File: config.mk
export PLATFORM = sky130hd
export DESIGN_NAME = sdram_cmd_ctrl
export DESIGN_NICKNAME = d
export VERILOG_FILES = /design/src/rtl/sdram_cmd_pkg.sv /design/src/rtl/sdram_cmd_ctrl.sv /design/src/rtl/sdram_cmd_issue.sv
export VERILOG_INCLUDE_DIRS = /design/src /design/src/rtl
export SDC_FILE = /design/constraint.sdc
export NUM_CORES = 1
export LEC_CHECK = 0
export ABC_AREA = 1
export BUFFER_PORTS_ARGS = -buffer_cell sky130_fd_sc_hd__buf_2
export CELL_PAD_IN_SITES_DETAIL_PLACEMENT = 0
export CELL_PAD_IN_SITES_GLOBAL_PLACEMENT = 1
export CORE_MARGIN = 4
export CORE_UTILIZATION = 30
export DETAILED_ROUTE_END_ITERATION = 6
export MAX_ROUTING_LAYER = met4
export PLACE_DENSITY_LB_ADDON = 0.1
export SYNTH_ARGS = -nofsm -noshare
export SYNTH_HDL_FRONTEND = slang
export SYNTH_SLANG_ARGS = --single-unit
File: constraint.sdc
create_clock -name clk -period 1.5 [get_ports clk]
set_input_delay 0.3 -clock clk [delete_from_list [all_inputs] [get_ports clk]]
set_output_delay 0.3 -clock clk [all_outputs]
set_load 0.05 [all_outputs]
File: src/rtl/sdram_cmd_map.svh
// Purpose: Register offsets, field positions, codes and timing counts.
// Assumes: APB3 register port with 12-bit byte addresses.
// Notes: Included by the design modules, not by the package.
`ifndef SDRAM_CMD_MAP_SVH
`define SDRAM_CMD_MAP_SVH

`define STATUS_OFS 12'h000
`define STATE_CMD_OFS 12'h004
`define DIRECT_CMD_OFS 12'h008
`define STATE_FIELD_HI 2
`define DCMD_EXT_BIT 22
`define DCMD_CHIP_HI 21
`define DCMD_CHIP_LO 20
`define DCMD_CODE_HI 19
`define DCMD_CODE_LO 18
`define DCMD_BANK_HI 17
`define DCMD_BANK_LO 16
`define DCMD_ADDR_HI 13
`define SCMD_WAKEUP 3'h2
`define SCMD_PAUSE 3'h3
`define SCMD_CONFIG 3'h4
`define SCMD_ACTIVE 3'h7
`define SCMD_SLEEP 3'h1
`define STATE_TRANS_CYC 4'h4
`define REFRESH_PERIOD_CYC 12'h0_4E0
`define CMD_DELAY_RESET 4'h2

`endif

File: src/rtl/sdram_cmd_pkg.sv
// Purpose: Types shared by the command-side control block.
// Assumes: Constants come from sdram_cmd_map.svh.
// Notes: Holds types only.
`default_nettype none

package sdram_cmd_pkg;

	typedef enum logic [1:0]
	{
		ST_CONFIG = 2'h0,
		ST_READY = 2'h1,
		ST_PAUSED = 2'h2,
		ST_LOWPOWER = 2'h3
	} ctrl_state_e;

	typedef enum logic [2:0]
	{
		DC_PRECHARGE_ALL = 3'h0,
		DC_AUTO_REFRESH = 3'h1,
		DC_MODE_REG = 3'h2,
		DC_NOP = 3'h3,
		DC_DEEP_PDOWN = 3'h4
	} direct_code_e;

	typedef struct packed
	{
		logic valid;
		direct_code_e code;
		logic [1:0] chip;
		logic [1:0] bank;
		logic [13:0] addr;
	} mem_cmd_s;

	typedef struct packed
	{
		logic psel;
		logic penable;
		logic pwrite;
		logic [11:0] paddr;
		logic [31:0] pwdata;
	} apb_req_s;

endpackage

`default_nettype wire
File: src/rtl/sdram_cmd_ctrl.sv
// Purpose: State-command and direct-command registers of an SDRAM controller.
// Assumes: APB3 slave; a state change other than pause takes a fixed count of cycles.
// Notes: Both command registers are write-only; offset 0 reads the state.
`include "sdram_cmd_map.svh"
`timescale 1ns/1ns
`default_nettype none

module sdram_cmd_ctrl
(
	input wire logic clk, // Clock, 10 MHz.
	input wire logic rst, // Async reset, high.
	input wire logic psel, // APB3 select.
	input wire logic penable, // APB3 enable.
	input wire logic pwrite, // APB3 write.
	input wire logic [11:0] paddr, // APB3 byte address.
	input wire logic [31:0] pwdata, // APB3 write data.
	input wire logic [3:0] cmd_delay, // Programmed command spacing.
	output logic [31:0] prdata, // APB3 read data.
	output logic pready, // APB3 ready.
	output logic pslverr, // APB3 error.
	output logic [1:0] state_status, // Current state.
	output logic refresh_req, // Periodic refresh pulse.
	output logic arb_hold, // Arbiter queue held, not drained.
	output sdram_cmd_pkg::mem_cmd_s mem_cmd // Direct command on the pins.
);

	// ------------------------------------------------------------
	// Bus decode
	// ------------------------------------------------------------
	sdram_cmd_pkg::apb_req_s bus;
	sdram_cmd_pkg::ctrl_state_e state_q;
	sdram_cmd_pkg::ctrl_state_e target_q;
	logic [3:0] trans_q;
	logic [11:0] ref_q;
	logic [2:0] scmd;
	logic acc;
	logic hit_status;
	logic hit_state;
	logic hit_direct;
	logic trans_busy;
	logic dcmd_ok;
	logic dcmd_go;
	logic scmd_go;
	logic issue_busy;
	sdram_cmd_pkg::mem_cmd_s dreq;
	sdram_cmd_pkg::ctrl_state_e next_target;

	assign bus = '{psel, penable, pwrite, paddr, pwdata};
	assign acc = bus.psel && bus.penable;
	assign hit_status = (bus.paddr == `STATUS_OFS);
	assign hit_state = (bus.paddr == `STATE_CMD_OFS);
	assign hit_direct = (bus.paddr == `DIRECT_CMD_OFS);
	assign scmd = bus.pwdata[`STATE_FIELD_HI:0];
	assign trans_busy = (trans_q != 4'h0);

	// ------------------------------------------------------------
	// State commands
	// ------------------------------------------------------------
	function automatic sdram_cmd_pkg::ctrl_state_e decode_state
	(
		input logic [2:0] c,
		input sdram_cmd_pkg::ctrl_state_e cur
	);
		if (c == `SCMD_PAUSE)
			decode_state = sdram_cmd_pkg::ST_PAUSED;
		else if (c == `SCMD_CONFIG)
			decode_state = sdram_cmd_pkg::ST_CONFIG;
		else if (c == `SCMD_ACTIVE)
			decode_state = sdram_cmd_pkg::ST_READY;
		else if (c == `SCMD_SLEEP)
			decode_state = sdram_cmd_pkg::ST_LOWPOWER;
		else if (c == `SCMD_WAKEUP)
			decode_state = sdram_cmd_pkg::ST_CONFIG;
		else
			decode_state = cur;
	endfunction

	assign next_target = decode_state(scmd, target_q);
	// A new state command waits while the previous one is still running.
	assign scmd_go = acc && bus.pwrite && hit_state && !trans_busy;
	assign dcmd_ok = (state_q == sdram_cmd_pkg::ST_CONFIG)
		|| (state_q == sdram_cmd_pkg::ST_LOWPOWER);
	assign dcmd_go = acc && bus.pwrite && hit_direct && dcmd_ok && !issue_busy;

	// ------------------------------------------------------------
	// Bus answer
	// ------------------------------------------------------------
	// Direct writes stall only for spacing; writes outside the allowed states
	// complete with an error instead of hanging the bus.
	assign pready = !(acc && bus.pwrite && hit_state && trans_busy)
		&& !(acc && bus.pwrite && hit_direct && dcmd_ok && issue_busy);
	assign pslverr = acc && pready && ((bus.pwrite && hit_direct && !dcmd_ok)
		|| !(hit_status || hit_state || hit_direct)
		|| (!bus.pwrite && !hit_status));
	assign state_status = state_q;

	always_ff @(posedge clk or posedge rst)
	begin
		if (rst)
			prdata <= 32'h0000_0000;
		else
			prdata <= {30'h0000_0000, state_q};
	end

	// ------------------------------------------------------------
	// State machine
	// ------------------------------------------------------------
	always_ff @(posedge clk or posedge rst)
	begin
		if (rst)
		begin
			state_q <= sdram_cmd_pkg::ST_CONFIG;
			target_q <= sdram_cmd_pkg::ST_CONFIG;
			trans_q <= 4'h0;
		end
		else if (scmd_go)
		begin
			target_q <= next_target;
			// Pause takes effect at once; a change to another state runs the transition count.
			if (next_target == sdram_cmd_pkg::ST_PAUSED)
			begin
				state_q <= sdram_cmd_pkg::ST_PAUSED;
				trans_q <= 4'h0;
			end
			else
				trans_q <= (next_target == state_q) ? 4'h0 : `STATE_TRANS_CYC;
		end
		else if (trans_busy)
		begin
			trans_q <= trans_q - 4'h1;
			if (trans_q == 4'h1)
				state_q <= target_q;
		end
	end

	// Queued requests stay in the arbiter in every state except ready.
	assign arb_hold = (state_q != sdram_cmd_pkg::ST_READY);

	// ------------------------------------------------------------
	// Refresh timer
	// ------------------------------------------------------------
	always_ff @(posedge clk or posedge rst)
	begin
		if (rst)
		begin
			ref_q <= 12'h0_000;
			refresh_req <= 1'b0;
		end
		else if (state_q == sdram_cmd_pkg::ST_CONFIG)
		begin
			ref_q <= 12'h0_000;
			refresh_req <= 1'b0;
		end
		else
		begin
			ref_q <= (ref_q == `REFRESH_PERIOD_CYC) ? 12'h0_000 : ref_q + 12'h0_001;
			refresh_req <= (ref_q == `REFRESH_PERIOD_CYC)
				&& (state_q != sdram_cmd_pkg::ST_LOWPOWER);
		end
	end

	// ------------------------------------------------------------
	// Direct commands
	// ------------------------------------------------------------
	assign dreq.valid = dcmd_go;
	assign dreq.code = sdram_cmd_pkg::direct_code_e'({bus.pwdata[`DCMD_EXT_BIT],
		bus.pwdata[`DCMD_CODE_HI:`DCMD_CODE_LO]});
	assign dreq.chip = bus.pwdata[`DCMD_CHIP_HI:`DCMD_CHIP_LO];
	// Bank and address lines carry the fields only for a mode-register write.
	assign dreq.bank = (dreq.code == sdram_cmd_pkg::DC_MODE_REG) ?
		bus.pwdata[`DCMD_BANK_HI:`DCMD_BANK_LO] : 2'h0;
	assign dreq.addr = (dreq.code == sdram_cmd_pkg::DC_MODE_REG) ?
		bus.pwdata[`DCMD_ADDR_HI:0] : 14'h0000;

	sdram_cmd_issue u_issue
	(
		.clk(clk),
		.rst(rst),
		.req(dreq),
		.cmd_delay(cmd_delay),
		.busy(issue_busy),
		.mem_cmd(mem_cmd)
	);

	// ------------------------------------------------------------
	// Checks
	// ------------------------------------------------------------
	property p_wait_busy;
		@(posedge clk) disable iff (rst)
		(acc && bus.pwrite && hit_state && trans_busy) |-> !pready;
	endproperty
	a_wait_busy: assert property (p_wait_busy) else $error("no wait");

	property p_pause_now;
		@(posedge clk) disable iff (rst)
		(scmd_go && scmd == `SCMD_PAUSE) |=> state_q == sdram_cmd_pkg::ST_PAUSED;
	endproperty
	a_pause_now: assert property (p_pause_now) else $error("pause late");

	property p_cfg_trans;
		@(posedge clk) disable iff (rst)
		(scmd_go && scmd == `SCMD_CONFIG && state_q != sdram_cmd_pkg::ST_CONFIG)
		|-> ##5 state_q == sdram_cmd_pkg::ST_CONFIG;
	endproperty
	a_cfg_trans: assert property (p_cfg_trans) else $error("config late");

	property p_act_trans;
		@(posedge clk) disable iff (rst)
		(scmd_go && scmd == `SCMD_ACTIVE && state_q != sdram_cmd_pkg::ST_READY)
		|-> ##5 state_q == sdram_cmd_pkg::ST_READY;
	endproperty
	a_act_trans: assert property (p_act_trans) else $error("active late");

	property p_no_ref_cfg;
		@(posedge clk) disable iff (rst)
		state_q == sdram_cmd_pkg::ST_CONFIG |=> !refresh_req;
	endproperty
	a_no_ref_cfg: assert property (p_no_ref_cfg) else $error("refresh");

	property p_dcmd_state;
		@(posedge clk) disable iff (rst)
		mem_cmd.valid |-> $past(dcmd_ok);
	endproperty
	a_dcmd_state: assert property (p_dcmd_state) else $error("bad state");

	property p_chip_map;
		@(posedge clk) disable iff (rst)
		dcmd_go |=> mem_cmd.chip == $past(bus.pwdata[21:20]);
	endproperty
	a_chip_map: assert property (p_chip_map) else $error("chip");

	property p_mode_addr;
		@(posedge clk) disable iff (rst)
		(dcmd_go && dreq.code == sdram_cmd_pkg::DC_MODE_REG) |=>
		mem_cmd.addr == $past(bus.pwdata[13:0])
		&& mem_cmd.bank == $past(bus.pwdata[17:16]);
	endproperty
	a_mode_addr: assert property (p_mode_addr) else $error("addr");

	property p_code_ext;
		@(posedge clk) disable iff (rst)
		dcmd_go |=> mem_cmd.code[2] == $past(bus.pwdata[22]);
	endproperty
	a_code_ext: assert property (p_code_ext) else $error("ext bit");

	property p_status;
		@(posedge clk) disable iff (rst)
		1'b1 |=> prdata[1:0] == $past(state_status);
	endproperty
	a_status: assert property (p_status) else $error("status");

endmodule
`default_nettype wire

File: src/rtl/sdram_cmd_issue.sv
// Purpose: Issues direct commands to the SDRAM pins with a spacing delay.
// Assumes: One request at a time; busy is honoured by the caller.
// Notes: The only spacing is the programmed command delay.
`include "sdram_cmd_map.svh"
`timescale 1ns/1ns
`default_nettype none

module sdram_cmd_issue
(
	input wire logic clk, // Clock.
	input wire logic rst, // Async reset, high.
	input var sdram_cmd_pkg::mem_cmd_s req, // Command request.
	input wire logic [3:0] cmd_delay, // Cycles between commands.
	output logic busy, // Spacing delay running.
	output sdram_cmd_pkg::mem_cmd_s mem_cmd // Command on the pins.
);

	logic [3:0] gap_q;
	logic [3:0] gap_d;
	sdram_cmd_pkg::mem_cmd_s out_d;

	assign busy = (gap_q != 4'h0);
	// Only the programmed delay holds off the next command.
	assign gap_d = req.valid ? cmd_delay : (busy ? gap_q - 4'h1 : 4'h0);
	assign out_d = req;

	always_ff @(posedge clk or posedge rst)
	begin
		if (rst)
		begin
			gap_q <= 4'h0;
			mem_cmd <= '0;
		end
		else
		begin
			gap_q <= gap_d;
			mem_cmd <= out_d;
		end
	end

	property p_gap_load;
		@(posedge clk) disable iff (rst)
		req.valid |=> gap_q == $past(cmd_delay);
	endproperty
	a_gap_load: assert property (p_gap_load) else $error("gap not loaded");

	property p_pin_follow;
		@(posedge clk) disable iff (rst)
		req.valid |=> mem_cmd.valid && mem_cmd.code == $past(req.code);
	endproperty
	a_pin_follow: assert property (p_pin_follow) else $error("cmd not issued");

endmodule
`default_nettype wire

==> impl_metrics.py <==
metrics = {
    "detailed_routing": {
        "drt_iter0_drc": 40,
        "vias": 1929,
        "totalWireLength_mm": 5.16,
        "dr.pass1.iters": 5,
        "final_antenna_net_count": 0,
        "viasPerCell": 3.98,
        "wl_per_cell_um": 10.6,
        "drc": 0,
    },
    "synthesis": {
        "syn_avg_cell_area_um2": 8.89,
        "syn_area_mm2": 0.00247,
        "yosysSeqAreaShare": 0.496,
        "synth_top_flop_cell": "dfrtp_1",
        "synth_edf_count": 0,
        "synth_cell_types": 30,
        "async_reset_ff_frac": 1.00,
        "synth_top_area_cell": "dfrtp_1",
        "ys_warn_count": 0,
        "ys_seq_elements": 49,
        "netlist_instances": 278,
        "yosysTopAreaCellShare": 0.496,
        "synth_area_leaders": "dfrtp_1 50%, buf_4 9.1%, nand2_1 6.2%, inv_1 5.9%, nor2_1 5.6%",
    },
    "timing": {
        "skew_ns": 0.00191,
        "hold_violations": 0,
        "tightest_slew_ns": 0.534,
        "report.final.setup_viol": 8,
        "slew_violations": 0,
        "rsz0062_at_grt": "true",
        "period_share": 1.36,
        "setup_ws_ns": -0.535,
        "slew_headroom": 0.644,
        "max_freq_ghz": 0.491,
        "period_needed_ns": 2.04,
    },
    "cells_and_area": {
        "area_growth_syn_to_layout_pct": 33.4,
        "final_common_cell": "buf_2",
        "layout.nets": 443,
        "drive_gt1_frac": 0.368,
        "final_cells": 485,
        "antenna_cells": 0,
        "finish.utilization": 0.418,
        "mostFrequentLayoutCells": "68 x buf_2, 47 x dfrtp_1, 41 x nand2_1",
    },
    "power_and_ir_drop": {
        "power_frac_clock": 0.274,
        "intPower_uw": 2660,
        "max-vdd-ir-drop_v": 0.000440,
        "p_seq_frac": 0.386,
        "p_leak_uw": 0.00187,
        "p_switching_uw": 1380,
        "comb_power_share": 0.339,
        "swShare": 0.342,
        "power.density_mw_per_mm2": 1230,
    },
    "clock_network": {
        "cts_tree": "done",
        "cts_buffers": 5,
        "worstSkewPairLatency_ns": 0.29,
        "root_buffer": "clkbuf_8",
        "cts.sinks": 49,
        "clk_path_buf_depth": 2,
        "clk_pin_slew_ns": 0.09,
        "htreeDepth": 2,
    },
    "worst_setup_path": {
        "cp-end-kind": "output pin",
        "start_kind": "flip-flop",
        "cp_max_fo": 2,
        "cp.required_ns": 1.20,
        "path_class": "flip-flop to output pin",
        "arrival_ns": 1.74,
    },
    "global_routing": {
        "grt_usage": 0.111,
        "grt_pass1_vias": 1908,
        "grt_pass1_wl_mm": 8.49,
        "antenna_found_initial": 0,
        "grt_max_degree": 23,
        "grt_overflow": 0,
    },
    "placed_design": {
        "placedCellCount": 474,
        "finalWeightedCongestion": 0.763,
        "io_buffer_count": 71,
        "dp_hpwl_mm": 4.20,
    },
    "hold_path": {
        "hold_path.class": "input port to flip-flop",
    },
    "die": {
        "num_rows": 32,
        "die_h_um": 98.8,
        "ios": 113,
        "start_util": 0.313,
        "core-area_mm2": 0.00789,
        "die_w_um": 98.8,
        "die_area_mm2": 0.00976,
    },
    "outcome": {
        "violations": "setup timing",
        "status": "finished with violations",
    },
    "flow_run": {
        "drv_cap": 0,
    },
}
registers in the layout, summed over array words and instances (netlist names):
register / count
state_status: 2
u_issue.mem_cmd: 22
prdata: 2
target_q: 2
ref_q: 12
trans_q: 4
refresh_req: 1
u_issue.gap_q: 4
critical path, cell delays in order, from the launching register on:
cell and delay [ns]:
dfrtp_2 0.41, inv_2 0.08, ha_4 0.21, nor2_4 0.07
nand4_1 0.12, nor3_4 0.21, buf_6 0.14, a211oi_4 0.03
buf_6 0.16
cell usage after synthesis (3+ instances only):
library cell	n
nand2_2	8
nor2_1	37
ha_1	8
inv_1	39
xor2_1	7
nor3_1	7
o21ai_0	8
a21oi_1	5
dfrtp_1	49
buf_4	30
nor2_4	3
nand3_1	10
nand2_1	41
nor2_2	6
cell type report:
| type | instances | area [um^2] |
|---|---|---|
| multi-input cells | 186 | 1030 |
| well taps | 102 | 128 |
| fillers | 798 | 4590 |
| repair buffers | 100 | 627 |
| clock buffers | 5 | 68.8 |
| clock inverters | 3 | 65.1 |
| flip-flops and latches | 49 | 1230 |
| inverters | 40 | 150 |
power by group through the flow:
| stage | Combinational (uW) | Clock, uW | Sequential, uW |
|---|---|---|---|
| finish | 1370 | 1110 | 1560 |
| global route | 1530 | 1200 | 1580 |
| CTS | 1370 | 1160 | 1560 |
| detailed placement | 1350 | 0 | 1580 |
| global placement | 1340 | 0 | 1590 |
| floorplan | 717 | 0 | 1750 |
timing repair:
action | CTS | global route
endpoints found under the hold margin | 14 | 0
setup buffers | 2 | 2
gates resized for setup | 10 | 5
setup endpoints to repair | 8 | 10
cloned | 0 | 0
hold buffers | 1 | 0
pin swaps | 5 | 8
metal layers:
| metal | GRT usage | vias to the layer above | share of wire |
|---|---|---|---|
| met4 | 0.0284 | 0 | 0.0058 |
| met2 | 0.193 | 58 | 0.51 |
| met1 | 0.125 | 867 | 0.42 |
| met3 | 0.0311 | 4 | 0.065 |
| li1 | - | 1000 | - |
| met5 | - | - | 0 |
path summary, 6_finish.rpt:
kind                                             startpoint                            end  slack, ns  cells after the start
worst max-delay path            state_status[1]$_DFFE_PP0P_                        pslverr      -0.54                      8
worst min-delay path                             pwdata[21]  u_issue.mem_cmd[17]$_DFF_PP0_       0.11                      1
worst max register to register  state_status[1]$_DFFE_PP0P_     u_issue.gap_q[2]$_DFF_PP0_      -0.21                     11
worst min register to register       trans_q[3]$_DFFE_PP0P_         trans_q[3]$_DFFE_PP0P_       0.49                      1
max in group asynchronous                               rst   u_issue.mem_cmd[4]$_DFF_PP0_       0.51                      4
min in group asynchronous                               rst   u_issue.mem_cmd[6]$_DFF_PP0_       0.53                      3
cell families after synthesis:
logic type / share of synthesized area
compound gates: 0.0400
buf+inv: 0.156
simple gates: 0.241
xor+xnor: 0.0248
other cells: 0.00152
fa+ha+maj: 0.0405
flops: 0.496
stage by stage:
step | setup WS (ns) | hold slack (ns) | setup TNS, ns | power [uW] | area, um^2
floorplan | -0.385 | 0.331 | -1.96 | 2470 | 2610
global placement | -0.270 | 0.324 | -1.10 | 2930 | 3080
detailed placement | -0.319 | 0.317 | -1.45 | 2930 | 3080
CTS | -0.636 | 0.0953 | -3.07 | 4090 | 3280
global route | -0.640 | 0.0816 | -3.03 | 4310 | 3300
finish | -0.535 | 0.110 | -2.11 | 4040 | 3300
Note: power is estimated with default switching activity, not from simulation.
